===== src/dpt_map.svh =====
// register map, field positions, reset values and timing of the dual pwm timebase
`ifndef DPT_MAP_SVH
`define DPT_MAP_SVH

// oscillator period and instruction cycle, in ns
`define DPT_TOSC_NS 40
`define DPT_TCY_NS 160

// bank bases, added to the printed offsets to form the word index
`define DPT_BANK1 8'h20
`define DPT_BANK2 8'h40
`define DPT_BANK3 8'h60

// printed offsets
`define DPT_OFS_TMR_ONE 8'h10
`define DPT_OFS_TMR_TWO 8'h11
`define DPT_OFS_PER_ONE 8'h14
`define DPT_OFS_PER_TWO 8'h15
`define DPT_OFS_DUTY1_LO 8'h10
`define DPT_OFS_DUTY2_LO 8'h11
`define DPT_OFS_DUTY1_HI 8'h12
`define DPT_OFS_DUTY2_HI 8'h13
`define DPT_OFS_IRQ_FLAGS 8'h16
`define DPT_OFS_IRQ_EN 8'h17
`define DPT_OFS_CLK_CFG 8'h16
`define DPT_OFS_RUN_CTL 8'h17

// field positions
`define DPT_FLAG_T1 4
`define DPT_FLAG_T2 5
`define DPT_CFG_CS1 0
`define DPT_CFG_CS2 1
`define DPT_CFG_COMBINE 3
`define DPT_RUN_ON1 0
`define DPT_RUN_ON2 1
`define DPT_RUN_EN1 4
`define DPT_RUN_EN2 5
`define DPT_DL_SEL 5

// reset values
`define DPT_RST_IRQ_FLAGS 8'h02
`define DPT_RST_IRQ_EN 8'h00
`define DPT_RST_CLK_CFG 8'h00
`define DPT_RST_RUN_CTL 8'h00
`define DPT_RST_DUTY 10'h000
`define DPT_RST_COUNT 8'h00
`define DPT_RST_PERIOD 8'hff

`endif


===== src/dpt_pkg.sv =====
// shared types of the dual pwm timebase
package dpt_pkg;
  typedef logic [9:0] dpt_duty_t;
  typedef logic [7:0] dpt_byte_t;
  typedef logic [1:0] dpt_phase_t;
endpackage


===== src/dpt_timebase.sv =====
// dual pwm timer timebase: two 8-bit timers, two 10-bit pwm outputs, wishbone slave
//
// Notes on behaviour
// - first output period from first timer
// - select bit picks second output's time base
// - duty is high byte plus low bits 7:6
// - output high for duty oscillator periods when the timer runs on the internal clock
// - zero duty keeps output low
// - high byte equal period: short low tail
// - high byte above period: full duty
// - duty writes buffered, loaded at rollover
// - duty reads return active slave latches
// - rollover sets flag, starts pwm period
// - flags stay set until software clears
// - external clock sampled once per instruction
// - enabled output overrides port pin and direction
// - timer counts to period then wraps
// - stopped timer neither counts nor flags
// - external clock counts synchronized falling edges
//
// Register access over Wishbone was decided locally.
`timescale 1ns/1ps
module dpt_timebase (
  input wire logic clk_i,
  input wire logic rst_i,
  input wire logic cyc_i,
  input wire logic stb_i,
  input wire logic we_i,
  input wire logic [9:0] adr_i,
  input wire logic [3:0] sel_i,
  input wire logic [31:0] dat_i,
  output logic [31:0] dat_o,
  output logic ack_o,
  input wire logic shared_ext_timer_clock_i,
  input wire logic [1:0] port_out_i,
  input wire logic [1:0] port_oe_i,
  output logic [1:0] pin_o,
  output logic [1:0] pin_oe_o
);
  import dpt_pkg::*;
  `include "dpt_map.svh"

  localparam int TCY_CYC = `DPT_TCY_NS / `DPT_TOSC_NS;
  localparam dpt_phase_t PH_LAST = 2'(TCY_CYC - 1);
  localparam dpt_byte_t IX_FIRST_TIMER = `DPT_BANK2 + `DPT_OFS_TMR_ONE;
  localparam dpt_byte_t IX_PER1 = `DPT_BANK2 + `DPT_OFS_PER_ONE;
  localparam dpt_byte_t IX_FLAGS = `DPT_BANK1 + `DPT_OFS_IRQ_FLAGS;
  localparam dpt_byte_t IX_IEN = `DPT_BANK1 + `DPT_OFS_IRQ_EN;
  localparam dpt_byte_t IX_D1LO = `DPT_BANK3 + `DPT_OFS_DUTY1_LO;
  localparam dpt_byte_t IX_D2LO = `DPT_BANK3 + `DPT_OFS_DUTY2_LO;
  localparam dpt_byte_t IX_D1HI = `DPT_BANK3 + `DPT_OFS_DUTY1_HI;
  localparam dpt_byte_t IX_D2HI = `DPT_BANK3 + `DPT_OFS_DUTY2_HI;
  localparam dpt_byte_t IX_CFG = `DPT_BANK3 + `DPT_OFS_CLK_CFG;
  localparam dpt_byte_t IX_RUN = `DPT_BANK3 + `DPT_OFS_RUN_CTL;

  // bus and register state
  logic ack_reg;
  logic ack_next;
  logic [31:0] dat_reg;
  logic [31:0] dat_next;
  dpt_byte_t idx;
  logic wr_en;
  dpt_byte_t wbyte;
  dpt_byte_t rd_byte;
  dpt_byte_t ien_reg;
  dpt_byte_t cfg_reg;
  logic [5:0] run_reg;
  logic [1:0] flag_reg;
  logic [1:0] flag_next;
  logic sel_reg;
  dpt_duty_t master1_reg;
  dpt_duty_t master2_reg;
  logic [1:0][7:0] count_reg;
  logic [1:0][7:0] period_reg;

  // instruction-cycle phase and external clock path
  dpt_phase_t phase_reg;
  logic tick;
  logic ext_s1_reg;
  logic ext_s2_reg;
  logic ext_smp_reg;
  logic ext_fall;

  // timer control
  logic [1:0] tmr_on;
  logic [1:0] tmr_cs;
  logic [1:0] inc;
  logic [1:0] wrap;
  logic [1:0] cnt_wr;
  logic [1:0] per_wr;

  // pwm channels
  dpt_duty_t active1;
  dpt_duty_t active2;
  logic first_pulse_output;
  logic second_pulse_output;
  logic load2;
  dpt_byte_t count2;
  logic [1:0] pwm_en;
  logic [1:0] pin_next;
  logic [1:0] oe_next;

  // bus decode: ack is registered, a write lands on the edge the master sees ack
  assign idx = adr_i[9:2];
  assign wbyte = dat_i[7:0];
  assign wr_en = cyc_i & stb_i & we_i & ack_reg & sel_i[0];
  assign ack_next = cyc_i & stb_i & ~ack_reg;

  // duty reads show the slave latches, not what was just written
  assign rd_byte =
    (idx == IX_FIRST_TIMER) ? count_reg[0] :
    (idx == IX_FIRST_TIMER + 8'h01) ? count_reg[1] :
    (idx == IX_PER1) ? period_reg[0] :
    (idx == IX_PER1 + 8'h01) ? period_reg[1] :
    (idx == IX_FLAGS) ? {2'b00, flag_reg, 4'h0} :
    (idx == IX_IEN) ? ien_reg :
    (idx == IX_D1LO) ? {active1[1:0], 6'h00} :
    (idx == IX_D2LO) ? {active2[1:0], sel_reg, 5'h00} :
    (idx == IX_D1HI) ? active1[9:2] :
    (idx == IX_D2HI) ? active2[9:2] :
    (idx == IX_CFG) ? cfg_reg :
    (idx == IX_RUN) ? {2'b00, run_reg} :
    8'h00;
  assign dat_next = (cyc_i & stb_i & ~we_i & ~ack_reg) ? {24'h000000, rd_byte} : dat_reg;

  // wishbone answer registers
  always_ff @(posedge clk_i) begin
    if (rst_i) begin
      ack_reg <= 1'b0;
      dat_reg <= 32'h00000000;
    end else begin
      ack_reg <= ack_next;
      dat_reg <= dat_next;
    end
  end

  assign ack_o = ack_reg;
  assign dat_o = dat_reg;

  // control registers; capture overflow bits 7:6 of run control are not held here
  always_ff @(posedge clk_i) begin
    if (rst_i) begin
      ien_reg <= `DPT_RST_IRQ_EN;
      cfg_reg <= `DPT_RST_CLK_CFG;
      run_reg <= 6'(`DPT_RST_RUN_CTL);
      sel_reg <= 1'b0;
    end else if (wr_en) begin
      if (idx == IX_IEN) ien_reg <= wbyte;
      if (idx == IX_CFG) cfg_reg <= wbyte;
      if (idx == IX_RUN) run_reg <= wbyte[5:0];
      if (idx == IX_D2LO) sel_reg <= wbyte[`DPT_DL_SEL];
    end
  end

  // master latches: full 10-bit duty from high byte and low bits 7:6
  always_ff @(posedge clk_i) begin
    if (rst_i) begin
      master1_reg <= `DPT_RST_DUTY;
      master2_reg <= `DPT_RST_DUTY;
    end else if (wr_en) begin
      if (idx == IX_D1HI) master1_reg[9:2] <= wbyte;
      if (idx == IX_D1LO) master1_reg[1:0] <= wbyte[7:6];
      if (idx == IX_D2HI) master2_reg[9:2] <= wbyte;
      if (idx == IX_D2LO) master2_reg[1:0] <= wbyte[7:6];
    end
  end

  // instruction cycle is four oscillator periods; tick marks its last quarter
  assign tick = (phase_reg == PH_LAST);

  always_ff @(posedge clk_i) begin
    if (rst_i) begin
      phase_reg <= 2'h0;
    end else begin
      phase_reg <= tick ? 2'h0 : phase_reg + 2'h1;
    end
  end

  // pin synchroniser, then one sample per instruction cycle
  // jitter of up to one instruction cycle is the price of sampling this slowly
  always_ff @(posedge clk_i) begin
    if (rst_i) begin
      ext_s1_reg <= 1'b1;
      ext_s2_reg <= 1'b1;
      ext_smp_reg <= 1'b1;
    end else begin
      ext_s1_reg <= shared_ext_timer_clock_i;
      ext_s2_reg <= ext_s1_reg;
      if (tick) ext_smp_reg <= ext_s2_reg;
    end
  end

  assign ext_fall = tick & ext_smp_reg & ~ext_s2_reg;

  assign tmr_on = {run_reg[`DPT_RUN_ON2], run_reg[`DPT_RUN_ON1]};
  assign tmr_cs = {cfg_reg[`DPT_CFG_CS2], cfg_reg[`DPT_CFG_CS1]};

  // the combine bit is held for software only; pwm use forbids combining the timers
  generate
    for (genvar t = 0; t < 2; t++) begin : g_tmr
      assign inc[t] = tmr_on[t] & (tmr_cs[t] ? ext_fall : tick);
      // a count written by software cancels the rollover of that cycle
      assign wrap[t] = inc[t] & (count_reg[t] == period_reg[t]) & ~cnt_wr[t];
      assign cnt_wr[t] = wr_en & (idx == IX_FIRST_TIMER + 8'(t));
      assign per_wr[t] = wr_en & (idx == IX_PER1 + 8'(t));
      // set wins over a software clear in the same cycle
      assign flag_next[t] = wrap[t] |
        ((wr_en & (idx == IX_FLAGS)) ? wbyte[`DPT_FLAG_T1 + t] : flag_reg[t]);

      // counter: software write wins over an increment
      always_ff @(posedge clk_i) begin
        if (rst_i) begin
          count_reg[t] <= `DPT_RST_COUNT;
          period_reg[t] <= `DPT_RST_PERIOD;
          flag_reg[t] <= 1'b0;
        end else begin
          if (cnt_wr[t]) begin
            count_reg[t] <= wbyte;
          end else if (inc[t]) begin
            count_reg[t] <= wrap[t] ? 8'h00 : count_reg[t] + 8'h01;
          end
          if (per_wr[t]) period_reg[t] <= wbyte;
          flag_reg[t] <= flag_next[t];
        end
      end
    end
  endgenerate

  // second output follows either timer; the first always uses the first
  assign load2 = sel_reg ? wrap[1] : wrap[0];
  assign count2 = sel_reg ? count_reg[1] : count_reg[0];

  dpt_pwm_chan u_chan1 (
    .clk_i(clk_i),
    .rst_i(rst_i),
    .phase_i(phase_reg),
    .count_i(count_reg[0]),
    .load_i(wrap[0]),
    .master_i(master1_reg),
    .active_o(active1),
    .pwm_o(first_pulse_output)
  );

  dpt_pwm_chan u_chan2 (
    .clk_i(clk_i),
    .rst_i(rst_i),
    .phase_i(phase_reg),
    .count_i(count2),
    .load_i(load2),
    .master_i(master2_reg),
    .active_o(active2),
    .pwm_o(second_pulse_output)
  );

  // an enabled pwm takes the pin and forces it to drive
  assign pwm_en = {run_reg[`DPT_RUN_EN2], run_reg[`DPT_RUN_EN1]};
  assign pin_next = {pwm_en[1] ? second_pulse_output : port_out_i[1], pwm_en[0] ? first_pulse_output : port_out_i[0]};
  assign oe_next = pwm_en | port_oe_i;

  always_ff @(posedge clk_i) begin
    if (rst_i) begin
      pin_o <= 2'b00;
      pin_oe_o <= 2'b00;
    end else begin
      pin_o <= pin_next;
      pin_oe_o <= oe_next;
    end
  end

  // period start, flag and timer checks
  flag_on_wrap_a: assert property (@(posedge clk_i) disable iff (rst_i)
    wrap[0] |=> flag_reg[0])
    else $error("rollover did not set first flag");
  flag_held_a: assert property (@(posedge clk_i) disable iff (rst_i)
    flag_reg[1] && !(wr_en && idx == IX_FLAGS) |=> flag_reg[1])
    else $error("second flag dropped without clear");
  timer_off_a: assert property (@(posedge clk_i) disable iff (rst_i)
    !tmr_on[0] && !cnt_wr[0] |=> $stable(count_reg[0]) && !$rose(flag_reg[0]))
    else $error("stopped timer moved or flagged");
  timer_wrap_a: assert property (@(posedge clk_i) disable iff (rst_i)
    inc[1] && count_reg[1] == period_reg[1] && !cnt_wr[1] |=> count_reg[1] == 8'h00)
    else $error("timer did not wrap at period");
  inc_on_tick_a: assert property (@(posedge clk_i) disable iff (rst_i)
    inc[0] |-> phase_reg == PH_LAST)
    else $error("timer moved off the instruction tick");
  tick_period_a: assert property (@(posedge clk_i) disable iff (rst_i)
    tick |=> !tick [*3] ##1 tick)
    else $error("instruction cycle not four clocks");
  duty_read_a: assert property (@(posedge clk_i) disable iff (rst_i)
    cyc_i && stb_i && !we_i && !ack_reg && idx == IX_D1HI |=> dat_o[7:0] == $past(active1[9:2]))
    else $error("duty read not from slave latch");
  pin_take_a: assert property (@(posedge clk_i) disable iff (rst_i)
    pwm_en[1] |=> pin_oe_o[1] && pin_o[1] == $past(second_pulse_output))
    else $error("enabled pwm did not own the pin");
  base_sel_a: assert property (@(posedge clk_i) disable iff (rst_i)
    sel_reg && wrap[1] && master2_reg != 10'h000 |=> active2 == $past(master2_reg))
    else $error("second output ignored second timer");

  // stopped second timer, flags and counting of the first timer
  flag_two_set_a: assert property (@(posedge clk_i) disable iff (rst_i)
    wrap[1] |=> flag_reg[1])
    else $error("rollover did not set second flag");
  flag_one_held_a: assert property (@(posedge clk_i) disable iff (rst_i)
    flag_reg[0] && !(wr_en && idx == IX_FLAGS) |=> flag_reg[0])
    else $error("first flag dropped without clear");
  flag_clear_a: assert property (@(posedge clk_i) disable iff (rst_i)
    wr_en && idx == IX_FLAGS && !wbyte[`DPT_FLAG_T1] && !wrap[0] |=> !flag_reg[0])
    else $error("first flag ignored a software clear");
  timer_two_off_a: assert property (@(posedge clk_i) disable iff (rst_i)
    !tmr_on[1] && !cnt_wr[1] |=> $stable(count_reg[1]) && !$rose(flag_reg[1]))
    else $error("stopped second timer moved or flagged");
  timer_one_wrap_a: assert property (@(posedge clk_i) disable iff (rst_i)
    inc[0] && count_reg[0] == period_reg[0] && !cnt_wr[0] |=> count_reg[0] == 8'h00)
    else $error("first timer did not wrap at period");
  timer_step_a: assert property (@(posedge clk_i) disable iff (rst_i)
    inc[0] && count_reg[0] != period_reg[0] && !cnt_wr[0]
      |=> count_reg[0] == $past(count_reg[0]) + 8'h01)
    else $error("first timer did not count up");
  ext_hold_a: assert property (@(posedge clk_i) disable iff (rst_i)
    tmr_cs[0] && !ext_fall && !cnt_wr[0] |=> $stable(count_reg[0]))
    else $error("first timer moved without an external falling edge");

  // time base of each output and ownership of the pins
  base_one_a: assert property (@(posedge clk_i) disable iff (rst_i)
    !sel_reg && wrap[0] |=> active2 == $past(master2_reg))
    else $error("second output ignored first timer");
  base_first_a: assert property (@(posedge clk_i) disable iff (rst_i)
    sel_reg && wrap[1] && !wrap[0] |=> active1 == $past(active1))
    else $error("first output followed second timer");
  pin_take_one_a: assert property (@(posedge clk_i) disable iff (rst_i)
    pwm_en[0] |=> pin_oe_o[0] && pin_o[0] == $past(first_pulse_output))
    else $error("enabled first pwm did not own the pin");
  pin_port_a: assert property (@(posedge clk_i) disable iff (rst_i)
    !pwm_en[0]
      |=> pin_o[0] == $past(port_out_i[0]) && pin_oe_o[0] == $past(port_oe_i[0]))
    else $error("disabled pwm did not leave the pin to the port");
  duty_low_read_a: assert property (@(posedge clk_i) disable iff (rst_i)
    cyc_i && stb_i && !we_i && !ack_reg && idx == IX_D2LO
      |=> dat_o[7:0] == {$past(active2[1:0]), $past(sel_reg), 5'h00})
    else $error("duty low read not from slave latch");
endmodule // dpt_timebase


===== src/dpt_pwm_chan.sv =====
// one pwm channel: double-buffered duty and quarter-cycle compare
`timescale 1ns/1ps
module dpt_pwm_chan (
  input wire logic clk_i,
  input wire logic rst_i,
  input wire dpt_pkg::dpt_phase_t phase_i,
  input wire dpt_pkg::dpt_byte_t count_i,
  input wire logic load_i,
  input wire dpt_pkg::dpt_duty_t master_i,
  output dpt_pkg::dpt_duty_t active_o,
  output logic pwm_o
);
  import dpt_pkg::*;
  `include "dpt_map.svh"

  dpt_duty_t active_reg;
  logic pwm_reg;
  logic pwm_next;
  dpt_duty_t position;
  dpt_duty_t next_pos;
  logic reach;

  // position in quarter-cycle steps; the high part ends as the next step meets the duty,
  // so with the timer on the internal clock the output stays high for exactly duty oscillator periods
  assign position = {count_i, phase_i};
  assign next_pos = position + 10'h001;
  assign reach = (next_pos == active_reg);
  // a zero duty loads a low output; a duty past the period only meets the rollover,
  // where the load wins and keeps the output high
  assign pwm_next = load_i ? (master_i != 10'h000) : (reach ? 1'b0 : pwm_reg);

  // slave latch copies master only at the period start
  always_ff @(posedge clk_i) begin
    if (rst_i) begin
      active_reg <= `DPT_RST_DUTY;
      pwm_reg <= 1'b0;
    end else begin
      if (load_i) begin
        active_reg <= master_i;
      end
      pwm_reg <= pwm_next;
    end
  end

  assign active_o = active_reg;
  assign pwm_o = pwm_reg;

  slave_load_a: assert property (@(posedge clk_i) disable iff (rst_i)
    load_i |=> active_reg == $past(master_i))
    else $error("slave latch did not take master value");
  start_high_a: assert property (@(posedge clk_i) disable iff (rst_i)
    load_i && master_i != 10'h000 |=> pwm_reg)
    else $error("output not high at period start");
  zero_duty_a: assert property (@(posedge clk_i) disable iff (rst_i)
    load_i && master_i == 10'h000 |=> !pwm_reg)
    else $error("zero duty output went high");
  duty_end_a: assert property (@(posedge clk_i) disable iff (rst_i)
    pwm_reg && next_pos == active_reg && !load_i |=> !pwm_reg)
    else $error("output stayed high past duty");
endmodule // dpt_pwm_chan


===== config.mk =====
export PLATFORM = sky130hd
export DESIGN_NAME = dpt_timebase
export DESIGN_NICKNAME = d
export VERILOG_FILES = /design/src/dpt_pkg.sv /design/src/dpt_timebase.sv /design/src/dpt_pwm_chan.sv
export VERILOG_INCLUDE_DIRS = /design/src
export SDC_FILE = /design/constraint.sdc
export NUM_CORES = 1
export LEC_CHECK = 0
export BUFFER_PORTS_ARGS = -buffer_cell sky130_fd_sc_hd__buf_2
export CORE_ASPECT_RATIO = 0.7
export CORE_UTILIZATION = 40
export DETAILED_ROUTE_END_ITERATION = 8
export PLACE_DENSITY_LB_ADDON = 0.3
export SETUP_SLACK_MARGIN = 0.2
export SLEW_MARGIN = 20
export SYNTH_ARGS = -nofsm -noshare
export SYNTH_HDL_FRONTEND = slang
export SYNTH_SLANG_ARGS = --single-unit

===== constraint.sdc =====
create_clock -name clk_i -period 2.75 [get_ports clk_i]
set_input_delay 0.275 -clock clk_i [delete_from_list [all_inputs] [get_ports clk_i]]
set_output_delay 0.275 -clock clk_i [all_outputs]
set_load 0.05 [all_outputs]

==> run metrics, run 1 <==
hold_sp shared_ext_timer_clock_i; most common cell after layout, fill and taps aside dfxtp_1; Total Wirelength 21,000 µm; max-cap viol count 0; worst reg-to-reg path cell count 7; # rows 39; pin count of the biggest net entering global routing 68; die area 17,200 µm²; All-Layer GR Usage 0.257; Mapped Area 6660 µm²; WHS 0.0334 ns; final hold vios 0; Min-Delay Endpoint ext_s1_reg$_SDFF_PP1_; reg2reg end u_chan1.pwm_o$_SDFFE_PP0P_; Die Width 156 µm; crit share post-route 0.858; clock root buffer clkbuf_16; Leak 2.75 nW; synth unique cells just over 70; top-level I/O count 93; first-pass GRT wire length 32,400 µm; Antenna Nets Post-Route 0; slowest stage delay, CP 0.68 ns; initial antenna violation count 0; crit path max fanout 11; EDFF count, synth 0; Worst Hold Class input port to flip-flop; PwrDens 572 nW/µm²; CTS tree built; routed len/inst 19.1 µm; area delta synth->final 14.8%; CTS clk-pin slew, worst paths roughly 0.06 ns; routability congestion estimate 0.919; # hold bufs at CTS 0; postcts setup bufs 0; asr flop ratio synth 0; clk_skew 0.00938 ns; Setup CP Type flip-flop to flip-flop; ANT cells 0; CTS Buffer Depth 2; CP required 3.11 ns; total iterations of the first detailed-routing run 5; IO buf count 39; Post-layout nets ~920; Initial DRC Count about 740; CTS sink cnt 117; Die H between 100 and 150 µm; critical path cell sequence xnor2_1 -> nand4_1 -> nor4_2 -> buf_4 -> and2_1 -> o41ai_1 -> a21oi_1; Final min period 2.36 ns; via count 6,180; Remaining DRCs 0; startpoint types flip-flop; clk_lat worst skew 0.42 ns; H-tree levels 4; Max IR drop VDD about 280 µV; Mapped Cells 831; synth warn 0; CP Launch Point count_reg[0]$_SDFFE_PP0P_; vias per inst 5.62; R2R setup slack 0.39 ns; dpl hpwl 14,900 µm; fin cells 1,100; Initial Utilization 0.409; Cells after DPL 1,068; Inserted Clock Buffers 17; GRT overflow 0; fmax 424 MHz; Worst R2R Start count_reg[0]$_SDFFE_PP0P_; register area share after synthesis 0.352; Post-synth top flop dfxtp_1; actual slew at the worst max-slew pin 0.707 ns; Worst EP arrival 2.72 ns; syn avg cell area 8.01 µm²; final-report setup violation count 0; WHS Path Cells 2; RSZ-0062 raised after global routing false; status finished, final reports clean; # resized after CTS 0; Seq cells post-synth 117; core area 16,300 µm²; Worst setup EP type flip-flop; Critical-path top delay cell dfxtp_1; Sum Neg Setup Slack 0 ns; Max-slew headroom 0.528; vias in the first global route 5,412; layout cell share with drive strength beyond 1 0.154; Final Slew Violations 0; most frequent cells in the layout dfxtp_1, nand2_1, nor2_1, a21oi_1, mux2i_1
==> metal layers <==
metal / vias up / track usage / share of wire
met5: - / 0 / 0
met4: 0 / 0.0658 / 0.0092
met3: 16 / 0.0713 / 0.10
met2: 299 / 0.346 / 0.39
met1: 2919 / 0.390 / 0.50
li1: 2946 / - / -
==> stage by stage <==
| step | total power, mW | worst slack, ns | instance area [µm²] | utilization |
|---|---|---|---|---|
| CTS | 4.38 | 0.399 | 7640 | 0.469 |
| global route | 4.50 | 0.208 | 7650 | 0.469 |
| detailed placement | 2.20 | 0.419 | 7070 | 0.434 |
| global placement | 2.20 | 0.425 | 7070 | 0.434 |
| floorplan | 2.11 | 0.478 | 6750 | - |
| finish | 4.37 | 0.391 | 7650 | 0.469 |
==> synth_stat cells, drive strengths merged (6+ instances only) <==
| master | count | area share |
|---|---|---|
| nor2b | 16 | 0.015 |
| mux2i | 56 | 0.084 |
| clkbuf | 42 | 0.024 |
| nor4 | 9 | 0.013 |
| nor2 | 84 | 0.048 |
| buf | 48 | 0.046 |
| xnor2 | 32 | 0.042 |
| o211ai | 7 | 0.0079 |
| dfxtp | 117 | 0.35 |
| a31oi | 7 | 0.0066 |
| a21oi | 61 | 0.046 |
| nand3b | 10 | 0.011 |
| xor2 | 10 | 0.013 |
| or3 | 10 | 0.010 |
| nand2b | 6 | 0.0056 |
| a211o | 9 | 0.012 |
| inv | 11 | 0.0062 |
| a311oi | 6 | 0.0079 |
| nand2 | 105 | 0.059 |
| o21ai | 34 | 0.026 |
| nand4 | 9 | 0.0094 |
| a211oi | 12 | 0.014 |
| nor3 | 28 | 0.026 |
| nand3 | 25 | 0.020 |
==> critical path, delay by kind of cell (launching register included) <==
family,cells,cell delay [ns]
buffers and inverters,1,0.26
XOR/XNOR,1,0.19
AND/OR/NAND/NOR,3,0.86
flip-flops,1,0.68
AO/OA/AOI/OAI,2,0.30
==> worst max-delay path by stage <==
stage | end | slack (ns) | cells after the start
CTS | u_chan1.pwm_o$_SDFFE_PP0P_ | 0.40 | 7
global route | u_chan1.pwm_o$_SDFFE_PP0P_ | 0.21 | 7
detailed placement | u_chan1.pwm_o$_SDFFE_PP0P_ | 0.42 | 7
global placement | u_chan1.pwm_o$_SDFFE_PP0P_ | 0.42 | 7
finish | u_chan1.pwm_o$_SDFFE_PP0P_ | 0.39 | 7
floorplan | u_chan2.pwm_o$_SDFFE_PP0P_ | 0.48 | 6
==> kinds of logic (layout without fill, tap and decap cells) <==
kind of cell | after synthesis | after routing | synth area share
xor+xnor | 42 | 42 | 0.0552
compound gates | 179 | 179 | 0.173
fa+ha+maj | 3 | 3 | 0.00564
buf+inv | 101 | 122 | 0.0755
other cells | 1 | 24 | 0.000563
mux | 61 | 61 | 0.0926
simple gates | 327 | 327 | 0.245
flops | 117 | 117 | 0.352
==> report_power, final <==
part	leakage [nW]	switching, mW	internal (mW)
clock	0.275	0.849	1.35
sequential	0.948	0.0398	1.72
combinational	1.53	0.295	0.116
total	2.75	1.18	3.19
==> layout make-up <==
class / count / area, µm²
fillers: 1658 / 8650
multi-input cells: 636 / 3910
flip-flops and latches: 117 / 2340
repair buffers: 79 / 498
clock buffers: 19 / 443
well taps: 225 / 282
clock inverters: 13 / 133
inverters: 11 / 41.3
(Power assumes the default switching activity.)
==> run 2, diff against run 1 <==
--- a/config.mk
+++ b/config.mk
@@ -6,13 +6,13 @@
 export SDC_FILE = /design/constraint.sdc
 export NUM_CORES = 1
 export LEC_CHECK = 0
+export ABC_AREA = 0
 export BUFFER_PORTS_ARGS = -buffer_cell sky130_fd_sc_hd__buf_2
 export CORE_ASPECT_RATIO = 0.7
 export CORE_UTILIZATION = 40
 export DETAILED_ROUTE_END_ITERATION = 8
-export PLACE_DENSITY_LB_ADDON = 0.3
 export SETUP_SLACK_MARGIN = 0.2
-export SLEW_MARGIN = 20
+export SLEW_MARGIN = 30
 export SYNTH_ARGS = -nofsm -noshare
 export SYNTH_HDL_FRONTEND = slang
 export SYNTH_SLANG_ARGS = --single-unit
==> run metrics, run 2 (synthesized netlist as in run 1, its figures left out) <==
# resized after CTS 0 (unchanged); max-cap viol count 0 (unchanged); status finished, final reports clean; routability congestion estimate 0.918 (about the same); most common cell after layout, fill and taps aside dfxtp_1; initial antenna violation count 0 (unchanged); CP required 3.02 ns (-0.09 ns); clk_lat worst skew 0.42 ns (about the same); top-level I/O count 93 (unchanged); hold_sp shared_ext_timer_clock_i; sw frac 0.266 (-0.00492); Max IR drop VDD 381 µV (+37%); routed len/inst 19.3 µm (+1.1%); Post-layout nets 918 (-0.33%); die area 17,200 µm² (unchanged); vias per inst 5.60 (-0.33%); final-report setup violation count 0 (unchanged); Clk network pwr share 0.514 (+0.011); Seq pwr share 0.393 (-0.010); reg2reg end u_chan1.active_o[1]$_SDFFE_PP0P_; Final Slew Violations 0 (unchanged); worst reg-to-reg path cell count 7 (unchanged); via count 6,143 (-0.60%); Setup WS post-layout 0.391 ns (+0.000563 ns); crit path max fanout 12 (+1); fmax 424 MHz (about the same); Final min period 2.36 ns (-0.000563 ns); Inserted Clock Buffers 17 (unchanged); layout cell share with drive strength beyond 1 0.149 (-0.00520); PwrDens 585 nW/µm² (+2.4%); CTS clk-pin slew, worst paths 0.06 ns (about the same); grt met2 use 0.354 (+0.00829); Worst setup EP type flip-flop; Worst Hold Class input port to flip-flop; All-Layer GR Usage 0.259 (+0.00228); Cell Int Power 3.29 mW (+3.1%); actual slew at the worst max-slew pin 0.693 ns (-0.0142 ns); Total Wirelength 21,200 µm (+0.80%); gr busiest metal met1; Cells after DPL 1,065 (-0.28%); Leak 2.75 nW (-0.16%); # hold bufs at CTS 0 (unchanged); Initial DRC Count 654 (-12%); final hold vios 0 (unchanged); RSZ-0062 raised after global routing false; most frequent cells in the layout dfxtp_1, nand2_1, nor2_1, a21oi_1, mux2i_1; ANT cells 0 (unchanged); Worst EP arrival 2.63 ns (-0.09 ns); CTS tree built; startpoint types flip-flop; H-tree levels 4 (unchanged); Min-Delay Endpoint ext_s1_reg$_SDFF_PP1_; R2R setup slack 0.39 ns (about the same); Setup CP Type flip-flop to flip-flop; Initial Utilization 0.409 (unchanged); # rows 39 (unchanged); clk_skew 0.00849 ns (-0.000892 ns); WHS Path Cells 2 (unchanged); met1 Use GR 0.378 (-0.0119); fin cells 1,097 (-0.27%); CTS sink cnt 117 (unchanged); core area 16,300 µm² (unchanged); combinational fraction of design power 0.093 (about the same); CTS Buffer Depth 2 (unchanged); GRT overflow 0 (unchanged); first-pass GRT wire length 32,700 µm (+1.2%); Remaining DRCs 0 (unchanged); Fillers 1,643 (-0.90%); sw power 1.19 mW (+0.53%); clock root buffer clkbuf_16; total iterations of the first detailed-routing run 7 (+2); IO buf count 39 (unchanged); vias in the first global route 5,523 (+2.1%); postcts setup bufs 0 (unchanged); Sum Neg Setup Slack 0 ns (unchanged); Die H 110 µm (unchanged); worst slack at placement 0.445 ns (+0.0269 ns); met3 Usage GRT 0.0777 (+0.00631); Die Width 156 µm (unchanged); area delta synth->final 14.8% (about the same); Antenna Nets Post-Route 0 (unchanged); Worst R2R Start count_reg[1]$_SDFFE_PP0P_; crit share post-route 0.858 (about the same); dpl hpwl 14,700 µm (-1.1%); Max-slew headroom 0.538 (+0.00947); pin count of the biggest net entering global routing 65 (-4.4%)
run 2: changes by cell type in the layout (fill, tap and decap cells not counted), sizes merged:
cell / delta
bufinv: +1
clkbuf: +1
clkinvlp: -1
buf: -3
clkinv: -1
run 2: per-stage QoR:
step	util	instance area (µm²)	hold WS [ns]	power (mW)
final	0.469	7650	0.0397	4.48
after global routing	0.469	7650	0.0342	4.62
after CTS	0.469	7650	0.0307	4.50
after detailed placement	0.432	7050	0.406	2.20
after global placement	0.432	7050	0.408	2.20
after floorplan	-	6750	0.379	2.11
run 2: power by group through the flow:
stage	logic, mW	clock network, mW	registers [mW]
after global placement	0.408	0	1.79
after global routing	0.444	2.42	1.76
final	0.416	2.30	1.76
after CTS	0.411	2.33	1.76
after floorplan	0.308	0	1.80
after detailed placement	0.408	0	1.79
run 2: how the worst max path moves through the flow:
| stage | start | to |
|---|---|---|
| 2_1_floorplan | ack_o$_SDFF_PP0_ | u_chan2.pwm_o$_SDFFE_PP0P_ |
| 3_3_place_gp | sel_reg$_SDFFE_PP0P_ | u_chan2.pwm_o$_SDFFE_PP0P_ |
| 3_5_place_dp | sel_reg$_SDFFE_PP0P_ | u_chan2.pwm_o$_SDFFE_PP0P_ |
| 4_1_cts | sel_reg$_SDFFE_PP0P_ | u_chan2.pwm_o$_SDFFE_PP0P_ |
| 5_1_grt | count_reg[1]$_SDFFE_PP0P_ | u_chan1.active_o[9]$_SDFFE_PP0P_ |
| 6_report | count_reg[1]$_SDFFE_PP0P_ | u_chan1.active_o[1]$_SDFFE_PP0P_ |
run 2: cell type report:
class	count	area [µm²]	area share
tap	225	282	0.0368
clock inverter	12	154	0.0201
multi-input combinational	636	3910	0.511
clock buffer	20	447	0.0584
inverter	11	41.3	0.00540
sequential	117	2340	0.306
timing repair buffer	76	475	0.0622
run 2: routing by layer:
layer / part of all wire / routed length [µm] / up-vias
met4: 0.019 / 395 / 0
met1: 0.48 / 10200 / 2883
met3: 0.11 / 2280 / 32
met5: 0 / 0 / -
li1: - / - / 2938
met2: 0.39 / 8360 / 290
run 2: worst max-delay path: stages, from the launching register on:
cell and delay, ns:
dfxtp_1 0.62, xnor2_1 0.18, nand2_1 0.08, nor4_2 0.35, buf_4 0.26, nand2_1 0.42
nand2_1 0.20, a21oi_1 0.08
